## config.mk

```make
export PLATFORM = sky130hd
export DESIGN_NAME = eeprom_access_control
export DESIGN_NICKNAME = d
export VERILOG_FILES = /design/src/include/eeprom_access_pkg.sv /design/src/hdl/eeprom_access_control.sv /design/src/hdl/eeprom_byte_store.sv
export VERILOG_INCLUDE_DIRS = /design/src /design/src/include
export SDC_FILE = /design/constraint.sdc
export NUM_CORES = 2
export LEC_CHECK = 0
export ABC_CLOCK_PERIOD_IN_PS = 10700
export BUFFER_PORTS_ARGS = -buffer_cell sky130_fd_sc_hd__buf_2
export CAP_MARGIN = 15
export CORE_UTILIZATION = 30
export DETAILED_ROUTE_END_ITERATION = 6
export PLACE_DENSITY = 0.43
export SYNTH_ARGS = -nofsm -noshare
export SYNTH_HDL_FRONTEND = slang
export SYNTH_SLANG_ARGS = --single-unit
```

## constraint.sdc

```tcl
create_clock -name clk -period 10.7 [get_ports clk]
set_input_delay 0.535 -clock clk [delete_from_list [all_inputs] [get_ports clk]]
set_output_delay 0.535 -clock clk [all_outputs]
set_load 0.01 [all_outputs]
```

## src/include/eeprom_access_params.svh

```systemverilog
`ifndef EEPROM_ACCESS_PARAMS_SVH
`define EEPROM_ACCESS_PARAMS_SVH

// ----------------------------------------
// Register indices (byte address = 4 * index)
// ----------------------------------------
`define IDX_GP_SCRATCH_ONE 6'h15
`define IDX_EEPROM_CONTROL 6'h1C
`define IDX_BYTE_DATA 6'h1D
`define IDX_BYTE_ADDRESS 6'h1E
`define IDX_CPU_STATUS_WORD 6'h3F

// ----------------------------------------
// Control and status register field positions
// ----------------------------------------
`define CTL_READ_STROBE 0
`define CTL_PROG_ENABLE_BUSY 1
`define CTL_MASTER_PROG_ENABLE 2
`define CTL_READY_IRQ_ENABLE 3
`define CTL_PROG_MODE_LO 4
`define CTL_PROG_MODE_HI 5
`define STATUS_GLOBAL_IRQ 7

// ----------------------------------------
// Programming mode codes and reset values
// ----------------------------------------
`define MODE_ATOMIC 2'h0
`define MODE_ERASE_ONLY 2'h1
`define MODE_WRITE_ONLY 2'h2
`define MODE_RESERVED 2'h3
`define RESET_BYTE 8'h00
`define ERASED_BYTE 8'hFF

// ----------------------------------------
// Timing
// ----------------------------------------
`define CLK_PERIOD_NS 20
`define ATOMIC_TIME_US 3400
`define SPLIT_TIME_US 1800
`define ATOMIC_CYCLES ((`ATOMIC_TIME_US * 1000) / `CLK_PERIOD_NS)
`define SPLIT_CYCLES ((`SPLIT_TIME_US * 1000) / `CLK_PERIOD_NS)
`define MASTER_WINDOW_CYCLES 3'h4
`define PROG_STALL_CYCLES 3'h2
`define READ_STALL_CYCLES 3'h4

// ----------------------------------------
// AXI responses
// ----------------------------------------
`define RESP_OKAY 2'h0
`define RESP_SLVERR 2'h2

`endif

```

## src/include/eeprom_access_pkg.sv

```systemverilog
package eeprom_access_pkg;

    // Software-visible control fields
    typedef struct packed {
        logic [1:0] progModeField;
        logic readyIrqEnable;
    } ctrl_t;

    // One latched programming job
    typedef struct packed {
        logic [1:0] mode;
        logic [7:0] addr;
        logic [7:0] data;
    } prog_job_t;

    // Programming engine states
    typedef enum logic [1:0] {
        ENG_IDLE,
        ENG_FETCH,
        ENG_PROGRAM,
        ENG_COMMIT
    } eng_state_t;

endpackage

```

## src/hdl/eeprom_access_control.sv

```systemverilog
// Added by the designer: the AXI4-Lite interface to the registers.
`timescale 1ns/100ps
`include "eeprom_access_params.svh"

// Contract
// - Control bits 7 and 6 always read zero and do nothing.
// - Mode 00 atomic 3.4 ms, 01 erase 1.8 ms, 10 write 1.8 ms, 11 reserved.
// - Mode field writes are ignored while programming is busy.
// - Reset clears the mode field unless programming is in progress.
// - Ready interrupt follows enable bit, global enable and not busy.
// - Programming starts only if enabled within four cycles of master enable.
// - Hardware clears master enable four cycles after it was set.
// - Program enable with master enable clear does nothing.
// - Accepted start runs the current mode on the addressed byte with data.
// - Starting programming stalls the CPU for two cycles.
// - Busy flag stays set for the programming time, then clears.
// - Flash, fuse and lock programming is blocked while busy.
// - Read strobe loads the addressed byte into the data register two cycles later.
// - A read strobe stalls the CPU for four cycles.
// - While busy, read strobes and address writes are refused.
// - Eight-bit scratch register, free read and write, reset to zero.
// - Address register selects one of 256 bytes.
// - Data register feeds writes and receives read bytes.
// - A started programming job completes even through a chip reset.
module eeprom_access_control #(
    parameter int ADDR_W = 8,
    parameter int TIMER_W = 18,
    parameter int ATOMIC_CYCLES = `ATOMIC_CYCLES,
    parameter int SPLIT_CYCLES = `SPLIT_CYCLES
) (
    // Clock and resets
    input wire logic clk,
    input wire logic resetn,
    input wire logic poweronResetn,
    // AXI4-Lite write address and data
    input wire logic [ADDR_W-1:0] awaddr,
    input wire logic [2:0] awprot,
    input wire logic awvalid,
    output logic awready,
    input wire logic [31:0] wdata,
    input wire logic [3:0] wstrb,
    input wire logic wvalid,
    output logic wready,
    // AXI4-Lite write response
    output logic [1:0] bresp,
    output logic bvalid,
    input wire logic bready,
    // AXI4-Lite read
    input wire logic [ADDR_W-1:0] araddr,
    input wire logic [2:0] arprot,
    input wire logic arvalid,
    output logic arready,
    output logic [31:0] rdata,
    output logic [1:0] rresp,
    output logic rvalid,
    input wire logic rready,
    // System side
    output logic cpuStall,
    output logic readyIrq,
    output logic nvmProgramLockout
);

    import eeprom_access_pkg::*;

    // ----------------------------------------
    // Parameter checks
    // ----------------------------------------
    generate
        if (ADDR_W < 8 || ADDR_W > 32) begin : bad_addr_w
            $error("ADDR_W must be 8 to 32");
        end
        if (ATOMIC_CYCLES < 4 || ATOMIC_CYCLES >= (1 << TIMER_W) ||
            SPLIT_CYCLES < 4 || SPLIT_CYCLES >= (1 << TIMER_W)) begin : bad_timer
            $error("Programming cycle counts do not fit TIMER_W");
        end
    endgenerate

    // ----------------------------------------
    // Functions
    // ----------------------------------------
    // Register index from a byte address
    function automatic logic [5:0] regIndex(input logic [ADDR_W-1:0] addr);
        return addr[7:2];
    endfunction

    // Whether an address hits a register
    function automatic logic isMapped(input logic [ADDR_W-1:0] addr);
        logic [5:0] idx;
        idx = regIndex(addr);
        return ((addr >> 8) == '0) &&
               (idx == `IDX_GP_SCRATCH_ONE || idx == `IDX_EEPROM_CONTROL ||
                idx == `IDX_BYTE_DATA || idx == `IDX_BYTE_ADDRESS || idx == `IDX_CPU_STATUS_WORD);
    endfunction

    // Programming time for a mode
    function automatic logic [TIMER_W-1:0] progCycles(input logic [1:0] mode);
        return (mode == `MODE_ATOMIC) ? TIMER_W'(ATOMIC_CYCLES) : TIMER_W'(SPLIT_CYCLES);
    endfunction

    // ----------------------------------------
    // Declarations
    // ----------------------------------------
    ctrl_t ctrl;
    prog_job_t job;
    eng_state_t engState;
    logic [7:0] gpScratchOne;
    logic [7:0] byteData;
    logic [7:0] byteAddress;
    logic globalIrqEnable;
    logic [2:0] masterCnt;
    logic [2:0] stallCnt;
    logic [TIMER_W-1:0] progTimer;
    logic [7:0] oldByte;
    logic [1:0] chipRstPipe;
    logic awHeld;
    logic wHeld;
    logic wrApplied;
    logic [ADDR_W-1:0] awAddrQ;
    logic [31:0] wDataQ;
    logic [3:0] wStrbQ;
    logic readCapture;
    logic [7:0] memRdData;

    // ----------------------------------------
    // Write channel decode
    // ----------------------------------------
    wire awFire = awvalid && awready;
    wire wFire = wvalid && wready;
    wire awGot = awHeld || awFire;
    wire wGot = wHeld || wFire;
    wire doWrite = awGot && wGot && !wrApplied;
    wire [ADDR_W-1:0] wrAddr = awHeld ? awAddrQ : awaddr;
    wire [31:0] wrData = wHeld ? wDataQ : wdata;
    wire [3:0] wrStrb = wHeld ? wStrbQ : wstrb;
    wire wrMapped = isMapped(wrAddr);
    wire wrLane = doWrite && wrMapped && wrStrb[0];
    wire [5:0] wrIdx = regIndex(wrAddr);
    wire [7:0] wrByte = wrData[7:0];

    // Per-register write strobes
    wire ctlWrite = wrLane && (wrIdx == `IDX_EEPROM_CONTROL);
    wire scratchWrite = wrLane && (wrIdx == `IDX_GP_SCRATCH_ONE);
    wire dataWrite = wrLane && (wrIdx == `IDX_BYTE_DATA);
    wire addrWrite = wrLane && (wrIdx == `IDX_BYTE_ADDRESS);
    wire statusWrite = wrLane && (wrIdx == `IDX_CPU_STATUS_WORD);

    // ----------------------------------------
    // Control decisions
    // ----------------------------------------
    wire busy = (engState != ENG_IDLE);
    wire chipInReset = !chipRstPipe[1];
    wire masterProgEnable = (masterCnt != 3'h0);
    wire progGo = ctlWrite && wrByte[`CTL_PROG_ENABLE_BUSY] && masterProgEnable && !busy;
    wire readGo = ctlWrite && wrByte[`CTL_READ_STROBE] && !busy && !progGo;
    wire masterSet = ctlWrite && wrByte[`CTL_MASTER_PROG_ENABLE];
    wire memRdEn = readGo || (engState == ENG_FETCH);
    wire [7:0] memRdAddr = (engState == ENG_FETCH) ? job.addr : byteAddress;
    wire memWrEn = (engState == ENG_COMMIT) && (job.mode != `MODE_RESERVED);
    wire timerDone = (progTimer == '0);

    // Byte to commit for each mode
    wire [7:0] commitByte = (job.mode == `MODE_ERASE_ONLY) ? `ERASED_BYTE :
                            (job.mode == `MODE_WRITE_ONLY) ? (oldByte & job.data) : job.data;

    // Control register read image, top bits zero
    wire [7:0] ctlImage = {2'b00, ctrl.progModeField, ctrl.readyIrqEnable,
                           masterProgEnable, busy, 1'b0};

    // ----------------------------------------
    // Byte store
    // ----------------------------------------
    eeprom_byte_store #(
        .ADDR_W(8),
        .DATA_W(8)
    ) u_store (
        .clk(clk),
        .rdEn(memRdEn),
        .rdAddr(memRdAddr),
        .rdData(memRdData),
        .wrEn(memWrEn),
        .wrAddr(job.addr),
        .wrData(commitByte)
    );

    // ----------------------------------------
    // Chip reset seen by the engine domain
    // ----------------------------------------
    // Two stages, only the second is read
    always_ff @(posedge clk or negedge poweronResetn) begin
        if (!poweronResetn) begin
            chipRstPipe <= 2'b00;
        end else begin
            chipRstPipe <= {chipRstPipe[0], resetn};
        end
    end

    // ----------------------------------------
    // Programming engine (power-on reset only)
    // ----------------------------------------
    // Engine keeps running through chip reset
    always_ff @(posedge clk or negedge poweronResetn) begin
        if (!poweronResetn) begin
            engState <= ENG_IDLE;
        end else begin
            case (engState)
                ENG_IDLE: begin
                    if (progGo) begin
                        engState <= ENG_FETCH;
                    end
                end
                ENG_FETCH: begin
                    engState <= (job.mode == `MODE_RESERVED) ? ENG_IDLE : ENG_PROGRAM;
                end
                ENG_PROGRAM: begin
                    if (timerDone) begin
                        engState <= ENG_COMMIT;
                    end
                end
                ENG_COMMIT: begin
                    engState <= ENG_IDLE;
                end
                default: begin
                    engState <= ENG_IDLE;
                end
            endcase
        end
    end

    // Job latch and programming timer
    always_ff @(posedge clk or negedge poweronResetn) begin
        if (!poweronResetn) begin
            job <= '0;
            progTimer <= '0;
        end else if (progGo) begin
            job <= '{mode: ctrl.progModeField, addr: byteAddress, data: byteData};
            progTimer <= progCycles(ctrl.progModeField) - TIMER_W'(3);
        end else if (engState == ENG_PROGRAM && !timerDone) begin
            progTimer <= progTimer - TIMER_W'(1);
        end
    end

    // Old contents for write-only merge
    always_ff @(posedge clk or negedge poweronResetn) begin
        if (!poweronResetn) begin
            oldByte <= `RESET_BYTE;
        end else if (engState == ENG_PROGRAM && progTimer == progCycles(job.mode) - TIMER_W'(3)) begin
            oldByte <= memRdData;
        end
    end

    // Mode field: kept over chip reset while busy
    always_ff @(posedge clk or negedge poweronResetn) begin
        if (!poweronResetn) begin
            ctrl.progModeField <= `MODE_ATOMIC;
        end else if (chipInReset) begin
            if (!busy) begin
                ctrl.progModeField <= `MODE_ATOMIC;
            end
        end else if (ctlWrite && !busy) begin
            ctrl.progModeField <= wrByte[`CTL_PROG_MODE_HI:`CTL_PROG_MODE_LO];
        end
    end

    // ----------------------------------------
    // Software registers
    // ----------------------------------------
    // Interrupt enables
    always_ff @(posedge clk or negedge resetn) begin
        if (!resetn) begin
            ctrl.readyIrqEnable <= 1'b0;
            globalIrqEnable <= 1'b0;
        end else begin
            if (ctlWrite) begin
                ctrl.readyIrqEnable <= wrByte[`CTL_READY_IRQ_ENABLE];
            end
            if (statusWrite) begin
                globalIrqEnable <= wrByte[`STATUS_GLOBAL_IRQ];
            end
        end
    end

    // Master enable window
    always_ff @(posedge clk or negedge resetn) begin
        if (!resetn) begin
            masterCnt <= 3'h0;
        end else if (masterSet) begin
            masterCnt <= `MASTER_WINDOW_CYCLES;
        end else if (masterProgEnable) begin
            masterCnt <= masterCnt - 3'h1;
        end
    end

    // Scratch, address and data registers
    always_ff @(posedge clk or negedge resetn) begin
        if (!resetn) begin
            gpScratchOne <= `RESET_BYTE;
            byteAddress <= `RESET_BYTE;
            byteData <= `RESET_BYTE;
            readCapture <= 1'b0;
        end else begin
            readCapture <= readGo;
            if (scratchWrite) begin
                gpScratchOne <= wrByte;
            end
            if (addrWrite && !busy) begin
                byteAddress <= wrByte;
            end
            if (readCapture) begin
                byteData <= memRdData;
            end else if (dataWrite) begin
                byteData <= wrByte;
            end
        end
    end

    // CPU stall counter
    always_ff @(posedge clk or negedge resetn) begin
        if (!resetn) begin
            stallCnt <= 3'h0;
        end else if (progGo) begin
            stallCnt <= `PROG_STALL_CYCLES;
        end else if (readGo) begin
            stallCnt <= `READ_STALL_CYCLES;
        end else if (stallCnt != 3'h0) begin
            stallCnt <= stallCnt - 3'h1;
        end
    end

    // ----------------------------------------
    // AXI4-Lite write channel
    // ----------------------------------------
    assign awready = !awHeld && !wrApplied;
    assign wready = !wHeld && !wrApplied;

    // Hold whichever half arrives first
    always_ff @(posedge clk or negedge resetn) begin
        if (!resetn) begin
            awHeld <= 1'b0;
            wHeld <= 1'b0;
            awAddrQ <= '0;
            wDataQ <= 32'h00000000;
            wStrbQ <= 4'h0;
        end else if (doWrite) begin
            awHeld <= 1'b0;
            wHeld <= 1'b0;
        end else begin
            if (awFire) begin
                awHeld <= 1'b1;
                awAddrQ <= awaddr;
            end
            if (wFire) begin
                wHeld <= 1'b1;
                wDataQ <= wdata;
                wStrbQ <= wstrb;
            end
        end
    end

    // Response waits out the CPU stall
    always_ff @(posedge clk or negedge resetn) begin
        if (!resetn) begin
            wrApplied <= 1'b0;
            bvalid <= 1'b0;
            bresp <= `RESP_OKAY;
        end else if (doWrite) begin
            wrApplied <= 1'b1;
            bresp <= wrMapped ? `RESP_OKAY : `RESP_SLVERR;
        end else if (bvalid && bready) begin
            bvalid <= 1'b0;
            wrApplied <= 1'b0;
        end else if (wrApplied && stallCnt == 3'h0) begin
            bvalid <= 1'b1;
        end
    end

    // ----------------------------------------
    // AXI4-Lite read channel
    // ----------------------------------------
    assign arready = !rvalid;
    wire [5:0] rdIdx = regIndex(araddr);

    // Read data mux
    wire [7:0] rdByte = (rdIdx == `IDX_GP_SCRATCH_ONE) ? gpScratchOne :
                        (rdIdx == `IDX_EEPROM_CONTROL) ? ctlImage :
                        (rdIdx == `IDX_BYTE_DATA) ? byteData :
                        (rdIdx == `IDX_BYTE_ADDRESS) ? byteAddress :
                        {globalIrqEnable, 7'h00};

    // Registered read answer
    always_ff @(posedge clk or negedge resetn) begin
        if (!resetn) begin
            rvalid <= 1'b0;
            rdata <= 32'h00000000;
            rresp <= `RESP_OKAY;
        end else if (arvalid && arready) begin
            rvalid <= 1'b1;
            rdata <= isMapped(araddr) ? {24'h000000, rdByte} : 32'h00000000;
            rresp <= isMapped(araddr) ? `RESP_OKAY : `RESP_SLVERR;
        end else if (rready) begin
            rvalid <= 1'b0;
        end
    end

    // ----------------------------------------
    // System side outputs
    // ----------------------------------------
    assign cpuStall = (stallCnt != 3'h0);
    assign readyIrq = ctrl.readyIrqEnable && globalIrqEnable && !busy;
    assign nvmProgramLockout = busy;

endmodule // eeprom_access_control

```

## src/hdl/eeprom_byte_store.sv

```systemverilog
`timescale 1ns/100ps

module eeprom_byte_store #(
    parameter int ADDR_W = 8,
    parameter int DATA_W = 8
) (
    // Clock
    input wire logic clk,
    // Read port
    input wire logic rdEn,
    input wire logic [ADDR_W-1:0] rdAddr,
    output logic [DATA_W-1:0] rdData,
    // Write port
    input wire logic wrEn,
    input wire logic [ADDR_W-1:0] wrAddr,
    input wire logic [DATA_W-1:0] wrData
);

    logic [DATA_W-1:0] cells [0:(1<<ADDR_W)-1];

    // Array write, registered read
    always_ff @(posedge clk) begin
        if (wrEn) begin
            cells[wrAddr] <= wrData;
        end
        if (rdEn) begin
            rdData <= cells[rdAddr];
        end
    end

endmodule // eeprom_byte_store

```

Word level (Yosys, flattened, before mapping)
Memory sizes are Yosys's and may differ from the RTL's. A register that Yosys moved wholly into a read port is not among the register bits.
Cells that the tools add are included.
Widths: inputs -> output; s select.
Operators by class
  equal/unequal tests: 22
  bitwise gates (word level): 2
  reductions and logical operators: 70
  $add $sub $neg: 5
  mux-type cells: 43
Operator list (number)
  $mux 8: 12
  $mux 18: 4
  $eq 6x5->1 const B: 8
  $sub 18x2->18 const B: 2
  $logic_and 1x1->1: 30
  $eq 18x18->1: 1
  $logic_not 18->1: 1
  $reduce_bool 2->1: 9
  $sub 18x1->18 const B: 1
  $mux 2: 8
  $mux 3: 5
  $mux 1: 13
  $eq 6x6->1 const B: 2
  $logic_or 1x1->1: 11
  $reduce_and 2->1: 5
  $reduce_bool 3->1: 3
  $and 8x8->8: 1
  $eq 2x2->1 const B: 4
  $ne 2x2->1 const B: 4
  $pmux 2 s4: 1
  $logic_not 1->1: 7
  $logic_not 2->1: 3
  $sub 3x1->3 const B: 2
  $eq 2x1->1 const B: 2
  3 further kinds: 3
Storage, ports and cells
  register bits after elaboration: 141
  RAM bits: 2048
  word-level logic and storage cells: 170
  memories: 1
Memories
  u_store.cells: depth 256, bits a word 8, rd ports 1, clocked after Yosys merged registers in 1, write ports 1, line eeprom_byte_store.sv:19  | logic [DATA_W-1:0] cells [0:(1<<ADDR_W)-1];

Logic depth before layout (Yosys ltp)
  word-level depth: 16
  depth in mapped cells: 14
  gate-level depth less buffers: 9

Hierarchy
Synthesis repeated with hierarchy kept, for this count alone.
Unflattened totals
  cell total of the unflattened synthesis: 4316
  area, all modules: 85580.8 um2
By module, submodules not included
  eeprom_byte_store: sequential area each 61739.2 um2, area each 79636.4 um2, instances 1, cells an instance 3733
  eeprom_access_control: sequential area each 2827.7 um2, area each 5944.5 um2, instances 1, cells an instance 583

Worst setup path before layout
Ideal clock, no wire load.
  path kind: reg2reg
  from: register job[16] in the netlist's numbering
  to: memory u_store.cells[0][6] (data pin)
  path slack: 1305 ps
  library setup time: 1579 ps
  cell stages (with the launch flop): 5
  data arrival time: 7816 ps
  cells stage by stage: dfrtp_1 > clkbuf_1 > clkbuf_1 > o21ai_0 > a21oi_1
Between the ends
  word-level cells in the longest chain between the ends: 3
Ends and longest elaborated chain
  start, declared: line eeprom_access_control.sv:104  | prog_job_t job;
  start signal, assigned: line eeprom_access_control.sv:235  | job <= '{mode: ctrl.progModeField, addr: byteAddress, data: byteData};
  $eq 2x2->1 (no source line)
  $mux 8: line eeprom_access_control.sv:163  | (job.mode == `MODE_WRITE_ONLY) ? (oldByte & job.data) : job.data;
  $mux 8 (*): line eeprom_access_control.sv:162  | wire [7:0] commitByte = (job.mode == `MODE_ERASE_ONLY) ? `ERASED_BYTE :
  net commitByte[6]: line eeprom_access_control.sv:162
  end, declared: line eeprom_byte_store.sv:19
The timed path passes the listed nets; every way through them passes the cells marked *.

Worst setup path after layout
  from: register job[8] in the netlist's numbering
  to: register u_store.rdData[4], read port of u_store.cells (data pin)
Between the ends
  word-level cells in the longest chain between the ends: 1
Ends and longest elaborated chain
  $mux 8: line eeprom_access_control.sv:157  | wire [7:0] memRdAddr = (engState == ENG_FETCH) ? job.addr : byteAddress;
  end, declared: line eeprom_byte_store.sv:12  | output logic [DATA_W-1:0] rdData,
No other way between the ends.
A chain may end at the register's enable or synchronous reset.

==> key figures <==
STA
  • Setup tns final: 0 ns
  • Crit path time final: 6.03 ns
  • Clk_skew: 0.0613 ns
  • Actual slew at the worst max-slew pin: 1.30 ns
  • Final Hold Fails: 0
  • Fin. max-slew vios: 0
  • RSZ-0062 raised after global routing: no
  • Worst Slack Setup Final: 4.67 ns
  • Relative slew slack: 12.4%
  • Count of final setup violators: 0
  • Fin crit share: 56.3%
  • Fmax achieved: 166 MHz

Global routing
  • Initial antenna violation count: 19
  • Global-route usage over all layers: 18.1%
  • GR Overflow Total: 0
  • First-pass GRT wire length: 375 mm
  • Vias in the first global route: 48300
  • Pin count of the biggest net entering global routing: 209

Worst setup path
  • Reg2Reg Depth: 11
  • Reg2reg setup slack: 4.67 ns
  • Crit end category: flip-flop
  • Slowest CP cell: nor4_1
  • CP Class: reg -> reg
  • Reg2reg start: job[8]
  • WP data arrival: 6.63 ns
  • Critical Path Fanout Max: 91
  • Reg-to-reg endpoint: u_store.rdData[4]
  • CP peak stage delay: 1.09 ns
  • Nature of the critical path startpoint: flip-flop
  • Crit-path most repeated cell: buf_4
  • Req. time, crit path: 11.30 ns
  • Cell breakdown of the critical path: and3b_1 -> a21oi_4 -> buf_4 -> buf_12 -> buf_4 -> mux2i_1 -> a222oi_1 -> a211oi_1 -> nor2_1 -> nor4_1 -> nor4_2
  • CP bufs+invs: 3
  • CP top delay family: simple AND/OR/NAND/NOR gates

Placement
  • GP Congestion: 0.800
  • Placed instance count: 9255
  • Placed inst area: 0.0906 mm2
  • HPWL after DPL: 154 mm
  • I/O Buffers: 46
  • Pre-CTS setup slack: 4.76 ns

Final layout
  • Final Cell Area: 0.0983 mm2
  • Number of fill cells: 27400
  • Final core occ: 34.5%
  • Non-Filler Instances: 9711
  • Area Growth Syn to Fin: 14.2%
  • Share of layout cells above drive strength 1: 12.2%
  • Nets: 5827

Floorplan
  • Row count: 196
  • Die Area: 0.289 mm2
  • Die Ht: 538 um
  • Die X: 538 um
  • Core area: 0.285 mm2
  • Initial Utilization: 30.2%
  • I/O pins: 110

Outcome
  • Outcome: complete, no violations

Min path
  • Worst hold start: arvalid
  • Worst hold path class: in -> reg
  • Hold Path Sink: rresp[1]
  • Hold Crit Depth: 3

Clocking
  • Worst skew pair latency: 0.90 ns
  • CTS clock-pin slew for the worst setup and hold paths: 0.06 ns
  • Clk sinks: 2169
  • Max Root-Sink Buffers: 4
  • # Post-CTS Setup Buffers: 0
  • CTS root buf: clkbuf_16
  • CTS tree: built
  • H-tree levels: 4
  • CTS buffer count: 238

Drt
  • DRC: 0
  • DR vias: 49600
  • ANT nets after route: 0
  • Vias per inst: 5.11
  • Initial drt markers: 4749
  • Routed wire length: 266 mm
  • DRT Pass-1 Iters: 6
  • Routed len/inst: 27.4 um

Synth
  • Number of flops mapped to enable cells by yosys: 2056
  • Synth async-reset ratio: 5.21%
  • Yosys synthesis warning count: 0
  • Mapped cell area: 0.0861 mm2
  • Top_reg_cell synth: edfxtp_1
  • #FFs+latches synth: 2169
  • Syn avg cell area: 15.2 um2
  • Synth cell types: 78
  • Post-synthesis sequential area ratio: 75.0%
  • Post-Synthesis Cells: 5682

Run
  • Total of max-cap violations: 0

Power
  • Leak Pwr: 29.0 nW
  • Cell Pwr Density: 193 mW/mm2
  • VDD IR max: 0.124 mV
## power breakdown
part	switching (W)	internal [W]
registers	0.000112	0.00926
logic	0.00107	0.000488
clock network	0.00339	0.00465
## repair_timing
action	CTS	global route
hold endpoints to repair	132	0
gates resized for setup	0	0
hold buffers	21	0
## worst reg2reg max path: cells and delay by family (launching register included)
family          cells  cell delay (ns)
compound gates      3             1.18
buf+inv             3             1.86
flops               1             0.60
mux                 1             0.32
simple gates        4             1.77
## flip-flops by register name, summed over array words and instances (netlist names), 8 cells and up, named ones only
register,count
job,18
byteAddress,8
gpScratchOne,8
u_store.cells,2048
progTimer,18
byteData,8
rdata,8
oldByte,8
u_store.rdData,8
wDataQ,8
## cell type report
| type | instances | area [um2] | area share [%] |
|---|---|---|---|
| inverters | 19 | 71.3 | 0.0725 |
| clock inverters | 120 | 1250 | 1.27 |
| repair buffers | 181 | 1520 | 1.55 |
| clock buffers | 307 | 6240 | 6.34 |
| multi-input cells | 3146 | 20000 | 20.3 |
| diodes | 7 | 17.5 | 0.0178 |
| well taps | 3762 | 4710 | 4.79 |
| flip-flops and latches | 2169 | 64600 | 65.7 |
## through the flow
stage | total power, W | hold slack [ns]
global route | 0.0196 | 0.0748
floorplan | 0.0105 | 0.239
CTS | 0.0191 | 0.0217
detailed placement | 0.0111 | 0.337
global placement | 0.0111 | 0.337
finish | 0.0190 | 0.0926
## cells in the final DEF, fill, tap and decap left out, drive strengths merged, types with 43 or more instances in the layout
master	instances
a32oi	65
nor2	343
clkinv	81
mux2i	346
o21ai	84
edfxtp	2056
a31oi	127
a21oi	120
o22ai	116
nand4	98
clkbuf	307
dfrtp	113
buf	160
nand3	320
a22oi	43
mux4	116
nand2	1053
mux2	74
## worst max path at each step
stage	startpoint	to	slack (ns)	depth (start not counted)
6_report	job[8]	u_store.rdData[4]	4.67	11
3_3_place_gp	engState[0]	u_store.rdData[5]	4.75	9
5_1_grt	engState[0]	u_store.rdData[3]	4.46	10
4_1_cts	engState[0]	u_store.rdData[5]	4.71	9
2_1_floorplan	job[16]	u_store.cells[0][6]	1.31	4
3_5_place_dp	engState[0]	u_store.rdData[5]	4.76	9
## metal layers
metal / up-vias / global-route usage, % / part of all wire, %
met5: - / 0 / 0
met4: 0 / 5.17 / 2.5
met3: 357 / 2.75 / 5.9
met2: 1508 / 29.2 / 47
met1: 26000 / 25.2 / 44
li1: 21800 / - / -
## cells by family after synthesis
logic type               Yosys count  share of synthesized area [%]
XOR/XNOR                          14                          0.142
multiplexers                     536                           8.03
other                              1                        0.00435
buffers and inverters            392                           2.44
adder cells (fa/ha/maj)            6                         0.0871
AND/OR/NAND/NOR                 1940                           9.62
flip-flops                      2169                           75.0
AO/OA/AOI/OAI                    624                           4.73
## cells in the mapped netlist, types with 75 or more instances
| cell type | number | area (um2) |
|---|---|---|
| a21oi_1 | 119 | 596 |
| a31oi_1 | 125 | 782 |
| buf_2 | 75 | 375 |
| clkbuf_1 | 186 | 698 |
| dfrtp_1 | 113 | 2830 |
| edfxtp_1 | 2056 | 61700 |
| mux2i_1 | 345 | 3450 |
| mux4_2 | 115 | 2590 |
| nand2_1 | 1052 | 3950 |
| nand3_1 | 320 | 1600 |
| nand4_1 | 98 | 613 |
| nor2_1 | 343 | 1290 |
| o21ai_0 | 80 | 400 |
| o22ai_1 | 116 | 726 |
Power figures use the tool's default switching activity.
